File: src/srso_pkg.sv
// shared constants and carrier types of the reset-status and options block
// assumes a single 100 MHz core clock and a 32-bit APB master
`default_nettype none
package srso_pkg;
    // register byte offsets on the APB
    localparam logic [7:0] OFS_RESET_FLAGS   = 8'h00;
    localparam logic [7:0] OFS_SYS_OPTIONS   = 8'h04;
    localparam logic [7:0] OFS_CLKOUT_CTRL   = 8'h08;
    localparam logic [7:0] OFS_DEBUG_FORCE   = 8'h0c;
    localparam logic [7:0] OFS_IRQ_STATUS    = 8'h10;
    localparam logic [7:0] OFS_IRQ_MASK      = 8'h14;

    // reset_source_flags bit positions
    localparam int BIT_POWER_ON     = 7;
    localparam int BIT_PIN          = 6;
    localparam int BIT_WATCHDOG     = 5;
    localparam int BIT_ILLEGAL_OP   = 4;
    localparam int BIT_CLOCK_GEN    = 2;
    localparam int BIT_LOW_VOLTAGE  = 1;

    // system_options bit positions
    localparam int BIT_WD_ENABLE    = 7;
    localparam int BIT_WD_TIMEOUT   = 6;
    localparam int BIT_HALT_ENABLE  = 5;
    localparam logic [7:0] OPTIONS_MASK = 8'he0;

    // clock_output_control fields
    localparam int BIT_CLKOUT_EN    = 4;
    localparam int DIV_LSB          = 0;
    localparam int DIV_W            = 3;
    localparam logic [7:0] CLKOUT_MASK = 8'h17;

    // debug_force_reset_register field
    localparam int BIT_DEBUG_FORCE  = 0;

    // interrupt status and mask bits
    localparam int IRQ_W            = 3;
    localparam int IRQ_WD_RESTART   = 0;
    localparam int IRQ_SYS_RESET    = 1;
    localparam int IRQ_HALT         = 2;

    // reset values
    localparam logic [7:0] FLAGS_POWER_ON_VALUE = 8'h82;
    localparam logic [7:0] OPTIONS_RESET_VALUE  = 8'hc0;
    localparam logic [7:0] CLKOUT_RESET_VALUE   = 8'h00;
    localparam logic [IRQ_W-1:0] IRQ_RESET_VALUE = 3'h0;

    // apb request from the master
    typedef struct packed {
        logic        psel;
        logic        penable;
        logic        pwrite;
        logic [7:0]  paddr;
        logic [31:0] pwdata;
    } srso_apb_req_type;

    // apb answer to the master
    typedef struct packed {
        logic        pready;
        logic        pslverr;
        logic [31:0] prdata;
    } srso_apb_resp_type;

    // reset and instruction sources seen by the block
    typedef struct packed {
        logic reset_pin_n;          // external reset pin, asynchronous
        logic low_voltage_detect;   // supply monitor, asynchronous
        logic watchdog_timeout;     // pulse from the watchdog counter
        logic illegal_opcode_exec;  // core tried an unimplemented opcode
        logic halt_exec;            // core executes the halt instruction
        logic background_exec;      // core executes enter-background
        logic background_mode_enable;
        logic clock_generator_fault;
    } srso_sources_type;
endpackage : srso_pkg
`default_nettype wire

File: src/srso_clkout_div.sv
// divided bus-clock output for the shared port pin
// assumes enable and divisor come from registers on the same clock
`default_nettype none
module srso_clkout_div
    import srso_pkg::*;
(
    input  wire logic             core_clk,
    input  wire logic             resetn,
    input  wire logic             enable,
    input  wire logic [DIV_W-1:0] divisor,
    output logic                  pin_out,
    output logic                  pin_oe
);
    typedef struct packed {
        logic [DIV_W-1:0] count;
        logic             level;
        logic             oe;
    } srso_div_state_type;

    srso_div_state_type state_reg;
    srso_div_state_type state_next;

    // half period is divisor cycles, so the full period is twice that
    always_comb begin
        state_next    = state_reg;
        state_next.oe = enable;
        if (!enable || divisor == 3'h0) begin
            state_next.count = 3'h0;
            state_next.level = 1'b0;
        end else if (state_reg.count >= divisor - 3'h1) begin
            // >= also catches a divisor lowered below the running count
            state_next.count = 3'h0;
            state_next.level = ~state_reg.level;
        end else begin
            state_next.count = state_reg.count + 3'h1;
        end
    end

    // state register
    always_ff @(posedge core_clk or negedge resetn) begin
        if (!resetn) begin
            state_reg <= '0;
        end else begin
            state_reg <= state_next;
        end
    end

    assign pin_out = state_reg.level;
    assign pin_oe  = state_reg.oe;
endmodule : srso_clkout_div
`default_nettype wire

File: src/srso_system_ctrl.sv
// reset-source flags, write-once system options and clock output control
// assumes resetn is the power-on reset; every later reset is requested by
// this block on sys_reset and handled synchronously inside it
//
// Summary of operation
// a debug-forced reset leaves every reset-source flag cleared
// any write to the flags address restarts the watchdog, flags stay
// power-on sets power-on and low-voltage flags, clears the others
// low-voltage reset keeps power-on, sets low-voltage, clears the rest
// other resets set flags of active sources, clear all else
// bit 6 shows a reset from the low reset pin
// bit 5 shows a watchdog reset; none while watchdog disabled
// an illegal opcode forces a reset and sets bit 4
// enter-background is illegal while background mode is disabled
// halt with halt disabled forces an illegal-opcode reset
// watchdog enable in bit 7, write-once, resets to one
// watchdog timeout select in bit 6, write-once, resets to one
// halt enable in bit 5, write-once, resets to zero
// clock-output enable in bit 4 drives the divided clock on the pin
// output frequency is bus clock over twice the divider field
// divider zero with output enabled drives the pin low
// write-once options take only the first write after a reset
`default_nettype none
module srso_system_ctrl
    import srso_pkg::*;
(
    input  wire logic              core_clk,
    input  wire logic              resetn,
    input  wire srso_apb_req_type  apb_req,
    output srso_apb_resp_type      apb_resp,
    input  wire srso_sources_type  sources,
    output logic                   sys_reset,
    output logic                   watchdog_restart,
    output logic                   watchdog_enable,
    output logic                   watchdog_timeout_select,
    output logic                   halt_granted,
    output logic                   shared_port_pin_out,
    output logic                   shared_port_pin_oe,
    output logic                   irq
);
    typedef struct packed {
        logic [1:0]       sync_a;       // first stage: pin_n, low voltage
        logic [1:0]       sync_b;       // second stage, the only one read
        logic [7:0]       flags;
        logic [7:0]       options;
        logic             opt_locked;
        logic [7:0]       clk_ctrl;
        logic [IRQ_W-1:0] irq_status;
        logic [IRQ_W-1:0] irq_mask;
        logic [31:0]      prdata;
        logic             sys_reset;
        logic             wd_restart;
        logic             halt_grant;
    } srso_state_type;

    srso_state_type state_reg;
    srso_state_type state_next;

    // true for every address that holds a register
    function automatic logic is_mapped(input logic [7:0] addr);
        is_mapped = (addr == OFS_RESET_FLAGS) || (addr == OFS_SYS_OPTIONS) ||
                    (addr == OFS_CLKOUT_CTRL) || (addr == OFS_DEBUG_FORCE) ||
                    (addr == OFS_IRQ_STATUS)  || (addr == OFS_IRQ_MASK);
    endfunction : is_mapped

    // read multiplexer; narrow registers sit in the low bits
    function automatic logic [31:0] read_value(input logic [7:0] addr, input srso_state_type s);
        read_value = 32'h0000_0000;
        unique case (addr)
            OFS_RESET_FLAGS: read_value = {24'h000000, s.flags};
            OFS_SYS_OPTIONS: read_value = {24'h000000, s.options};
            OFS_CLKOUT_CTRL: read_value = {24'h000000, s.clk_ctrl};
            OFS_IRQ_STATUS:  read_value = {29'h00000000, s.irq_status};
            OFS_IRQ_MASK:    read_value = {29'h00000000, s.irq_mask};
            default:         read_value = 32'h0000_0000;
        endcase
    endfunction : read_value

    logic             setup_phase;
    logic             access_phase;
    logic             wr_access;
    logic             pin_reset;
    logic             lv_reset;
    logic             debug_force;
    logic             wd_reset;
    logic             illegal_opcode_flag_reset;
    logic             any_reset;
    logic [IRQ_W-1:0] irq_events;

    // bus phases
    assign setup_phase  = apb_req.psel && !apb_req.penable;
    assign access_phase = apb_req.psel && apb_req.penable;
    assign wr_access    = access_phase && apb_req.pwrite && is_mapped(apb_req.paddr);

    // reset sources, all evaluated on synchronised or same-clock signals
    assign pin_reset   = !state_reg.sync_b[1];
    assign lv_reset    = state_reg.sync_b[0];
    assign debug_force = wr_access && (apb_req.paddr == OFS_DEBUG_FORCE) &&
                         apb_req.pwdata[BIT_DEBUG_FORCE];
    assign wd_reset    = sources.watchdog_timeout && state_reg.options[BIT_WD_ENABLE];
    assign illegal_opcode_flag_reset  = sources.illegal_opcode_exec ||
                         (sources.background_exec && !sources.background_mode_enable) ||
                         (sources.halt_exec && !state_reg.options[BIT_HALT_ENABLE]);
    assign any_reset   = pin_reset || lv_reset || debug_force || wd_reset ||
                         illegal_opcode_flag_reset || sources.clock_generator_fault;

    // events for the interrupt status register
    always_comb begin
        irq_events                 = '0;
        irq_events[IRQ_WD_RESTART] = wr_access && (apb_req.paddr == OFS_RESET_FLAGS);
        irq_events[IRQ_SYS_RESET]  = any_reset && !state_reg.sys_reset;
        irq_events[IRQ_HALT]       = sources.halt_exec && state_reg.options[BIT_HALT_ENABLE];
    end

    // next-state logic for the whole block
    always_comb begin
        state_next            = state_reg;
        state_next.sync_a     = {sources.reset_pin_n, sources.low_voltage_detect};
        state_next.sync_b     = state_reg.sync_a;
        state_next.wd_restart = 1'b0;
        state_next.halt_grant = sources.halt_exec && state_reg.options[BIT_HALT_ENABLE];
        state_next.sys_reset  = any_reset;

        // read data is captured in setup so it is steady through access
        if (setup_phase && !apb_req.pwrite) begin
            state_next.prdata = read_value(apb_req.paddr, state_reg);
        end

        // register writes take effect at the access edge
        if (wr_access) begin
            unique case (apb_req.paddr)
                OFS_RESET_FLAGS: begin
                    state_next.wd_restart = 1'b1;
                end
                OFS_SYS_OPTIONS: begin
                    if (!state_reg.opt_locked) begin
                        state_next.options    = apb_req.pwdata[7:0] & OPTIONS_MASK;
                        state_next.opt_locked = 1'b1;
                    end
                end
                OFS_CLKOUT_CTRL: begin
                    state_next.clk_ctrl = apb_req.pwdata[7:0] & CLKOUT_MASK;
                end
                OFS_IRQ_MASK: begin
                    state_next.irq_mask = apb_req.pwdata[IRQ_W-1:0];
                end
                OFS_IRQ_STATUS: begin
                    state_next.irq_status = state_reg.irq_status & ~apb_req.pwdata[IRQ_W-1:0];
                end
                default: begin
                    // debug force handled below; its read-back is zero
                end
            endcase
        end

        // a new event wins over a clear in the same cycle
        state_next.irq_status = state_next.irq_status | irq_events;

        // system reset: options and clock output return to defaults
        if (any_reset) begin
            state_next.options    = OPTIONS_RESET_VALUE;
            state_next.opt_locked = 1'b0;
            state_next.clk_ctrl   = CLKOUT_RESET_VALUE;
            state_next.halt_grant = 1'b0;
            if (lv_reset) begin
                // low voltage dominates; power-on flag is left as it was
                state_next.flags                  = 8'h00;
                state_next.flags[BIT_POWER_ON]    = state_reg.flags[BIT_POWER_ON];
                state_next.flags[BIT_LOW_VOLTAGE] = 1'b1;
            end else if (debug_force) begin
                state_next.flags = 8'h00;
            end else begin
                // a source held over several cycles keeps being recorded
                state_next.flags                 = 8'h00;
                state_next.flags[BIT_PIN]        = pin_reset;
                state_next.flags[BIT_WATCHDOG]   = wd_reset;
                state_next.flags[BIT_ILLEGAL_OP] = illegal_opcode_flag_reset;
                state_next.flags[BIT_CLOCK_GEN]  = sources.clock_generator_fault;
            end
        end
    end

    // state register; power-on values come from constants only
    always_ff @(posedge core_clk or negedge resetn) begin
        if (!resetn) begin
            state_reg            <= '0;
            state_reg.sync_a     <= 2'h2;   // pin idles high
            state_reg.sync_b     <= 2'h2;
            state_reg.flags      <= FLAGS_POWER_ON_VALUE;
            state_reg.options    <= OPTIONS_RESET_VALUE;
            state_reg.clk_ctrl   <= CLKOUT_RESET_VALUE;
            state_reg.irq_status <= IRQ_RESET_VALUE;
            state_reg.irq_mask   <= IRQ_RESET_VALUE;
        end else begin
            state_reg <= state_next;
        end
    end

    // divided clock onto the shared pin
    srso_clkout_div u_clkout_div (
        .core_clk (core_clk),
        .resetn   (resetn),
        .enable   (state_reg.clk_ctrl[BIT_CLKOUT_EN]),
        .divisor  (state_reg.clk_ctrl[DIV_LSB +: DIV_W]),
        .pin_out  (shared_port_pin_out),
        .pin_oe   (shared_port_pin_oe)
    );

    // zero-wait slave; unmapped addresses answer with an error
    always_comb begin
        apb_resp         = '0;
        apb_resp.pready  = 1'b1;
        apb_resp.pslverr = access_phase && !is_mapped(apb_req.paddr);
        apb_resp.prdata  = state_reg.prdata;
    end

    // outputs straight from the state register
    assign sys_reset               = state_reg.sys_reset;
    assign watchdog_restart        = state_reg.wd_restart;
    assign watchdog_enable         = state_reg.options[BIT_WD_ENABLE];
    assign watchdog_timeout_select = state_reg.options[BIT_WD_TIMEOUT];
    assign halt_granted            = state_reg.halt_grant;
    assign irq                     = |(state_reg.irq_status & state_reg.irq_mask);
endmodule : srso_system_ctrl
`default_nettype wire

File: config.mk
export PLATFORM = sky130hd
export DESIGN_NAME = srso_system_ctrl
export DESIGN_NICKNAME = d
export VERILOG_FILES = /design/src/srso_pkg.sv /design/src/srso_clkout_div.sv /design/src/srso_system_ctrl.sv
export SDC_FILE = /design/constraint.sdc
export NUM_CORES = 1
export LEC_CHECK = 0
export BUFFER_PORTS_ARGS = -buffer_cell sky130_fd_sc_hd__buf_2
export CAP_MARGIN = 5
export CORE_ASPECT_RATIO = 0.9
export CORE_MARGIN = 2
export CORE_UTILIZATION = 25
export DETAILED_ROUTE_END_ITERATION = 12
export SLEW_MARGIN = 20
export SYNTH_ARGS = -nofsm -noshare
export SYNTH_HDL_FRONTEND = slang
export SYNTH_SLANG_ARGS = --single-unit
File: constraint.sdc
create_clock -name core_clk -period 2.1 [get_ports core_clk]
set_input_delay 0.42 -clock core_clk [delete_from_list [all_inputs] [get_ports core_clk]]
set_output_delay 0.42 -clock core_clk [all_outputs]
set_load 0.1 [all_outputs]
# Word-level counts from Yosys, hierarchy flattened
# Index checks and enable logic that the tools add are counted.
# totals
register_bits	75
inputBits	53
output_inout_bits	42
wordCells	94
# classes
add_sub_neg	2
n_lt_le_gt_ge	1
n_eq_ne	6
muxes	16
bitwise	6
n_reduce_logical	47
# ops
operator	count
$pmux 8 s5	1
$mux 23	1
$mux 9	2
$mux 17	1
$eq 8x4->1 const B	2
$eq 8x5->1 const B	2
$logic_and 1x1->1	14
$mux 7	2
$logic_or 1x1->1	13
$mux 3	3
$eq 8x3->1 const B	1
$logic_not 1->1	8
$logic_not 8->1	1
$mux 8	1
$reduce_and 2->1	4
$reduce_bool 2->1	4
$and 3x3->3	2
$mux 1	4
$mux 4	1
$add 3x1->3 const B	1
$ge 3x3->1	1
$logic_not 3->1	1
$not 3->3	1
$or 3x3->3	1
other kinds (5)	6

# Depth between registers and ports, before layout
# Gate-level depths: netlist of the first run.
# logic_depth
ltp_word	15
ltp_mapped	6
ltp_nobuf	6

# Hierarchy
# From an unflattened synthesis of the first run, not the netlist that was laid out.
# hier_totals
cells_unflattened	215
hier_area_um2	2240.9
# by_module_without_submodules
module	instances	cells_per_inst	area_each_um2
srso_system_ctrl	1	186	1924.3
srso_clkout_div	1	29	316.6

# Worst setup path before layout of the first run
# No wires, ideal clock.
# synth_timing
kind	input-to-output
startpoint	input apb_req[36] (netlist name)
endpoint	output apb_resp[32] (netlist name)
arrival_time_ns	2.272
required_time_ns	1.680
slack_ns	-0.592
cell_stages	3
n_path_buf	1
path_cell_list	clkbuf_1 nand2_1 a21oi_1
# synth_lines
item	line_no	source
from (decl)	srso_system_ctrl.sv:29	input wire srso_apb_req_type apb_req,
to (decl)	srso_system_ctrl.sv:30	output srso_apb_resp_type apb_resp,

# Worst setup path in the final report of the first run
# layout_timing
startpoint	register state_reg[38] (netlist name)
endpoint	output irq
# layout_between
elab_chain_cells	2
# layout_rtl
item	line_no	source
from (decl)	srso_system_ctrl.sv:56	srso_state_type state_reg;
from (signal assigned)	srso_system_ctrl.sv:195	state_reg <= state_next;
$and 3x3->3	srso_system_ctrl.sv:223	assign irq = |(state_reg.irq_status & state_reg.irq_mask);
$reduce_or 3->1	srso_system_ctrl.sv:223	
to (decl)	srso_system_ctrl.sv:39	output logic irq
# Every way passes these cells.

==> results of run 1 <==
metal layers:
| layer | routed length (um) | up-vias |
|---|---|---|
| met3 | 299 | 8 |
| li1 | - | 779 |
| met2 | 2166 | 67 |
| met5 | 0 | - |
| met1 | 2214 | 749 |
| met4 | 62 | 0 |
Yosys cell counts (5+ instances only):
cell type	number	share of area [%]
sky130_fd_sc_hd__nand2_1	17	2.9
sky130_fd_sc_hd__mux2i_1	12	5.5
sky130_fd_sc_hd__ha_1	6	3.4
sky130_fd_sc_hd__dfstp_2	6	7.2
sky130_fd_sc_hd__dfrtp_1	34	39
sky130_fd_sc_hd__buf_4	33	11
sky130_fd_sc_hd__nor2_1	14	2.4
sky130_fd_sc_hd__inv_1	11	1.9
sky130_fd_sc_hd__and3_1	6	1.7
sky130_fd_sc_hd__clkbuf_1	5	0.86
worst reg2reg max path, cell delays in order (launching register included):
cell and delay (ns):
sky130_fd_sc_hd__dfrtp_1 0.39, sky130_fd_sc_hd__inv_1 0.08, sky130_fd_sc_hd__ha_1 0.30, sky130_fd_sc_hd__ha_1 0.28, sky130_fd_sc_hd__a21o_1 0.17, sky130_fd_sc_hd__a21oi_1 0.29, sky130_fd_sc_hd__mux2i_1 0.21
through the flow:
stage | total power, mW | utilization, % | std cells | hold slack, ns | worst slack [ns]
final | 1.659 | 30.05 | 379 | 0.1790 | 0.1517
after global routing | 1.728 | 30.05 | 379 | 0.2121 | 0.1265
after CTS | 1.677 | 30.05 | 379 | 0.2037 | 0.1398
after detailed placement | 1.149 | 28.99 | 371 | 0.3468 | 0.1460
after global placement | 1.145 | 28.99 | 371 | 0.3349 | 0.1579
after floorplan | 1.109 | - | 235 | 0.1244 | 0.008631
where the power goes:
group	total (mW)	switching (mW)	internal, mW
clock network	0.525	0.257	0.268
logic	0.334	0.280	0.0545
registers	0.800	0.0114	0.788
total	1.66	0.549	1.11
final timing paths:
kind,end,slack (ns),depth (start not counted)
setup reg to reg,u_clkout_div.pin_out$_DFFE_PN0P_,0.31,6
setup / recovery,irq,0.15,3
min in group core_clk,state_next[67]$_DFF_PN1_,0.22,1
hold / removal,u_clkout_div.pin_out$_DFFE_PN0P_,0.18,2
max in group asynchronous,watchdog_enable$_DFFE_PN1P_,1.54,2
hold reg to reg,state_reg[67]$_DFF_PN1_,0.36,0
layout make-up:
cell class,count,area (sq um)
clock buffers,8,90.09
flip-flops and latches,40,1008
well taps,119,148.9
inverters,11,41.29
multi-input cells,145,948.4
repair buffers,56,325.3
fillers,897,5966
logic make-up after synthesis:
kind of cell / after synthesis / share of synthesized area [%]
multiplexers: 15 / 7.041
adder cells (fa/ha/maj): 6 / 3.434
other: 2 / 0.3436
AND/OR/NAND/NOR: 69 / 18.37
buffers and inverters: 50 / 14.60
flip-flops: 40 / 46.14
XOR/XNOR: 1 / 0.4008
AO/OA/AOI/OAI: 29 / 9.674
==> results.txt, run 1 <==
----------------------------------------------------
[Synthesis]
  Post-synthesis sequential area ratio ... 46.14%
  Count of cell types in the netlist ... 45
  Flip-flop cell with the highest count after synthesis ... sky130_fd_sc_hd__dfrtp_1
  Number of instances in the synthesized netlist ... approximately 210
  Cell area after synthesis ... between 2000 and 2500 sq um
  Proportion of synthesized flip-flops having asynchronous set or reset ... 100.0%
  Seq cells post-synth ... 40
  Yosys warning count ... 0
  Avg Inst Size Synth ... 10.31 sq um
  EDFF count, synth ... 0

[CTS]
  Max Root-Sink Buffers ... 2
  # Post-CTS Setup Buffers ... 0
  Num CTS Buffers ... 5
  Number of buffers inserted for hold repair after clock tree synthesis ... 0
  Sink Count ... 40
  Clock root buffer master ... sky130_fd_sc_hd__clkbuf_8
  CTS H-tree lvls ... 2
  Clk Latency, worst-skew pair ... roughly 0.29 ns
  CTS-repair resized insts ... 0
  Clock transition time at the flip-flop clock pins of the worst setup and hold paths ... approximately 0.070 ns
  TritonCTS clock tree ... done

[Die]
  Top-level I/O count ... 95
  Starting density of the core ... between 20 and 30%
  Area of the core ... 8528 sq um
  Area of the die ... between 9000 and 10000 sq um
  Site row count ... 32
  Floorplan die height ... 92.71 um
  Die width ... 102.6 um

[Worst setup path]
  Crit path from ... state_reg[38]$_DFF_PN0_
  Critical path class ... reg -> out
  Required time worst endpoint ... 1.68 ns
  Max stage delay cell, worst path ... sky130_fd_sc_hd__a222oi_1
  Gate family responsible for the most delay along the worst path ... compound AO/OA/AOI/OAI gates
  Data arrival time of the critical path ... approximately 1.5 ns
  Kind of launch point of the worst setup path ... register
  Cells traversed along the worst timing path ... a222oi_1 -> inv_1 -> buf_2
  Largest stage delay on the critical path ... about 0.45 ns
  Maximum fanout along the worst path ... 3
  Count of buffering cells on the critical path with inverters included ... 2
  Kind of end point of the critical path ... output port
  Crit Reg-Reg Startpoint ... state_reg[41]$_DFFE_PN0P_

[Timing]
  Number of max-slew violations in the final report ... 0
  Fin Setup TNS ... 0 ns
  Final Hold Violating Endpoints ... 0
  Final setup violating endpoints ... 0
  Worst clock skew on the final layout ... 0.002323 ns
  Actual slew at the worst max-slew pin ... about 0.53 ns
  Min Clock Period, post-route ... just under 2 ns
  Max Clk Rate ... between 500 and 600 MHz
  Unrepaired setup endpoints after global routing ... false
  Slew Limit Headroom ... 64.19%
  Period utilization ... just over 90%

[Status]
  Status ... complete, no violations

[Global routing]
  Global-route wire length before repair ... 7679 um
  Met2 Track Usage GR ... 16.29%
  Number of global-route vias before repair ... between 1500 and 2000
  Met3 usage ... under 10%
  Most congested layer reported by global routing ... met2
  Total congestion overflow ... 0
  Number of antenna violations at the first check in global routing ... 0
  Largest net degree at the start of global routing ... 41
  Global routing met1 resource utilization ... 14.21%
  GRT Total Usage ... 10.47%

[Placed design]
  Number of input and output port buffers inserted ... between 40 and 50
  RD Place Congestion ... slightly above 0.8
  Placed standard-cell area ... between 2000 and 2500 sq um
  Dpl hpwl ... 3713 um

[Power]
  LEAKAGE ... approximately 1.3 nW
  Power density cells ... between 600 and 700 nW/um^2
  Worst ir drop on vdd ... about 0.22 mV

[Cells and area]
  Growth of design area from synthesis to finish ... 17.23%
  Share of post-route cells with drive strength above 1 ... 30.77%
  Layout Nets ... around 320
  Most common library cell in the layout ignoring fill and taps ... sky130_fd_sc_hd__buf_2
  Top library cells by usage in the layout, fill and taps aside ... sky130_fd_sc_hd__buf_2, sky130_fd_sc_hd__dfrtp_1, sky130_fd_sc_hd__conb_1
  Ant. Diodes ... 0
  Final Cell Area ... 2562 sq um
  Flip-flop count of the largest register after layout ... 19

[Routing]
  Wire length per cell after detailed routing ... 12.51 um
  Total wirelength of the detailed-routed design ... ~4700 um
  Number of vias in the routed layout ... about 1600
  Number of iterations in the first detailed-routing pass ... 4
  Violation count after the first detailed-routing iteration ... 86
  Per-cell via count in the routed design ... roughly 4.2
  Drt drc ... 0
  Number of nets still failing antenna checks after routing ... 0

[Flow run]
  Number of maximum-capacitance constraint violations ... 0

[Worst hold path]
  Hold WC Path Type ... in -> async

----------------------------------------------------
No activity file was read; power rests on OpenSTA's default activity.
==> run 2: changes to the inputs <==
--- a/config.mk
+++ b/config.mk
@@ -10,6 +10,7 @@
 export CORE_ASPECT_RATIO = 0.9
 export CORE_MARGIN = 2
 export CORE_UTILIZATION = 25
+export CTS_BUF_LIST = sky130_fd_sc_hd__clkbuf_4 sky130_fd_sc_hd__clkbuf_8
 export DETAILED_ROUTE_END_ITERATION = 12
 export SLEW_MARGIN = 20
 export SYNTH_ARGS = -nofsm -noshare
==> run 2 against run 1 <==
Against the previous run:
- global-route usage did not move
- setup slack got worse by 0.0060 ns
- clock-buffer cell count did not move
- critical endpoint unchanged
==> results.txt, run 2 (synthesis gave the netlist of run 1 again) <==
----------------------------------------------------
[Status]
  Status ... complete, no violations

[Timing]
  Min Clock Period, post-route ... 1.954 ns (+0.005956 ns)
  Final setup violating endpoints ... 0 (unchanged)
  Max Clk Rate ... 511.7 MHz (-0.30%)
  Number of max-slew violations in the final report ... 0 (unchanged)
  Final worst setup slack ... 0.1457 ns (-0.005956 ns)
  Worst clock skew on the final layout ... 0.001754 ns (-0.0005691 ns)
  Final Hold Violating Endpoints ... 0 (unchanged)
  Period utilization ... 93.06% (+0.28 points)
  Slew Limit Headroom ... 64.19% (unchanged)
  Unrepaired setup endpoints after global routing ... false
  Fin Setup TNS ... 0 ns (unchanged)
  Actual slew at the worst max-slew pin ... 0.5322 ns (unchanged)

[Routing]
  Met3 routed wirelength ... 281 um (-6.0%)
  Routed metal-1 wirelength ... 2240 um (+1.2%)
  Top routing layer in use ... met4
  Number of iterations in the first detailed-routing pass ... 4 (unchanged)
  Total wirelength of the detailed-routed design ... 4734 um (-0.19%)
  Number of nets still failing antenna checks after routing ... 0 (unchanged)
  Per-cell via count in the routed design ... 4.208 (-0.50%)
  Drt drc ... 0 (unchanged)
  Met2 routed wirelength ... 2149 um (-0.78%)
  Number of vias in the routed layout ... 1595 (-0.50%)
  Violation count after the first detailed-routing iteration ... 96 (+12%)
  Wire length per cell after detailed routing ... 12.49 um (-0.19%)

[Placed design]
  Number of input and output port buffers inserted ... 44 (unchanged)
  Placed standard-cell area ... 2472 sq um (unchanged)
  Dpl hpwl ... 3713 um (unchanged)
  Worst slack after detailed placement ... 0.1460 ns (unchanged)
  RD Place Congestion ... 0.8065 (unchanged)

[Worst setup path]
  Data arrival time of the critical path ... 1.53 ns (about the same)
  Kind of end point of the critical path ... output port
  Kind of launch point of the worst setup path ... register
  Gate family responsible for the most delay along the worst path ... compound AO/OA/AOI/OAI gates
  Cells traversed along the worst timing path ... a222oi_1 -> inv_1 -> buf_2
  Depth of the worst register-to-register path ... 6 (unchanged)
  R2r setup slk ... 0.31 ns (about the same)
  Count of buffering cells on the critical path with inverters included ... 2 (unchanged)
  Maximum fanout along the worst path ... 3 (unchanged)
  Largest stage delay on the critical path ... 0.46 ns (about the same)
  Required time worst endpoint ... 1.68 ns (about the same)
  Max stage delay cell, worst path ... sky130_fd_sc_hd__a222oi_1
  Critical path class ... reg -> out
  Number of logic stages on the critical path including buffering ... 3 (unchanged)

[CTS]
  CTS-repair resized insts ... 0 (unchanged)
  Clk Latency, worst-skew pair ... 0.29 ns (about the same)
  # Post-CTS Setup Buffers ... 0 (unchanged)
  Number of buffers inserted for hold repair after clock tree synthesis ... 0 (unchanged)
  Clock root buffer master ... sky130_fd_sc_hd__clkbuf_8
  Max Root-Sink Buffers ... 2 (unchanged)
  Sink Count ... 40 (unchanged)
  TritonCTS clock tree ... done
  Clock transition time at the flip-flop clock pins of the worst setup and hold paths ... 0.07 ns (about the same)
  Num CTS Buffers ... 5 (unchanged)
  CTS H-tree lvls ... 2 (unchanged)

[Die]
  Die width ... 102.6 um (unchanged)
  Starting density of the core ... 25.63% (unchanged)
  Area of the die ... 9509 sq um (unchanged)
  Top-level I/O count ... 95 (unchanged)
  Floorplan die height ... 92.71 um (unchanged)
  Site row count ... 32 (unchanged)
  Area of the core ... 8528 sq um (unchanged)

[Cells and area]
  Share of post-route cells with drive strength above 1 ... 31.54% (+0.77 points)
  Top library cells by usage in the layout, fill and taps aside ... sky130_fd_sc_hd__buf_2, sky130_fd_sc_hd__dfrtp_1, sky130_fd_sc_hd__conb_1
  Final Cell Area ... 2570 sq um (+0.29%)
  Final Util ... 30.14% (+0.088 points)
  Layout Nets ... 318 (unchanged)
  Most common library cell in the layout ignoring fill and taps ... sky130_fd_sc_hd__buf_2
  Ant. Diodes ... 0 (unchanged)
  Flip-flop count of the largest register after layout ... 19 (unchanged)
  Growth of design area from synthesis to finish ... 17.57%

[Global routing]
  Number of global-route vias before repair ... 1525 (unchanged)
  Largest net degree at the start of global routing ... 41 (unchanged)
  Global-route wire length before repair ... 7679 um (unchanged)
  Number of antenna violations at the first check in global routing ... 0 (unchanged)
  Total congestion overflow ... 0 (unchanged)
  GRT Total Usage ... 10.47% (unchanged)

[Power]
  Power Total ... 1.686 mW (+1.6%)
  Worst ir drop on vdd ... 0.2220 mV (about the same)
  LEAKAGE ... 1.307 nW (+0.53%)
  Power density cells ... 656.0 nW/um^2 (+1.3%)

[Worst hold path]
  Hold WC Path Type ... in -> async

[Flow run]
  Number of maximum-capacitance constraint violations ... 0 (unchanged)

----------------------------------------------------
## run 2: cell counts in the layout (fill, tap and decap cells not counted)
No cell type changed its count.
## run 2: layer usage
layer  vias up  GRT usage, %
met5         -             0
met4         0         3.111
met3         8         2.792
met2        60         16.29
met1       748         14.21
li1        779             -
## run 2: final cells by class
type | instances | area [sq um]
clock buffer | 8 | 97.59
fill | 897 | 5958
inverter | 11 | 41.29
multi-input combinational | 145 | 948.4
sequential | 40 | 1008
tap | 119 | 148.9
timing repair buffer | 56 | 325.3
## run 2: stage by stage
step                      cells  hold WS, ns
final                       379       0.1777
after global routing        379       0.2121
after CTS                   379       0.2035
after detailed placement    371       0.3468
after global placement      371       0.3349
after floorplan             235       0.1244
## run 2: power breakdown
part	leakage [nW]	switching, mW	total [mW]	internal, mW
logic	0.734	0.280	0.335	0.0545
registers	0.521	0.0115	0.800	0.788
clock network	0.0523	0.258	0.552	0.294
## run 2: worst register-to-register path, cell delays in order, from the launching register on
cell and delay (ns):
sky130_fd_sc_hd__dfrtp_1 0.39, sky130_fd_sc_hd__inv_1 0.09, sky130_fd_sc_hd__ha_1 0.30, sky130_fd_sc_hd__ha_1 0.28, sky130_fd_sc_hd__a21o_1 0.17, sky130_fd_sc_hd__a21oi_1 0.29
sky130_fd_sc_hd__mux2i_1 0.21
## run 2: path summary, 6_finish.rpt
| kind | startpoint | end |
|---|---|---|
| worst max register to register | state_reg[41]$_DFFE_PN0P_ | u_clkout_div.pin_out$_DFFE_PN0P_ |
| worst max-delay path | state_reg[38]$_DFF_PN0_ | irq |
| min in group core_clk | sources[7] | state_next[67]$_DFF_PN1_ |
| worst min register to register | state_next[67]$_DFF_PN1_ | state_reg[67]$_DFF_PN1_ |
| worst min-delay path | resetn | u_clkout_div.pin_out$_DFFE_PN0P_ |
| max in group asynchronous | resetn | watchdog_enable$_DFFE_PN1P_ |
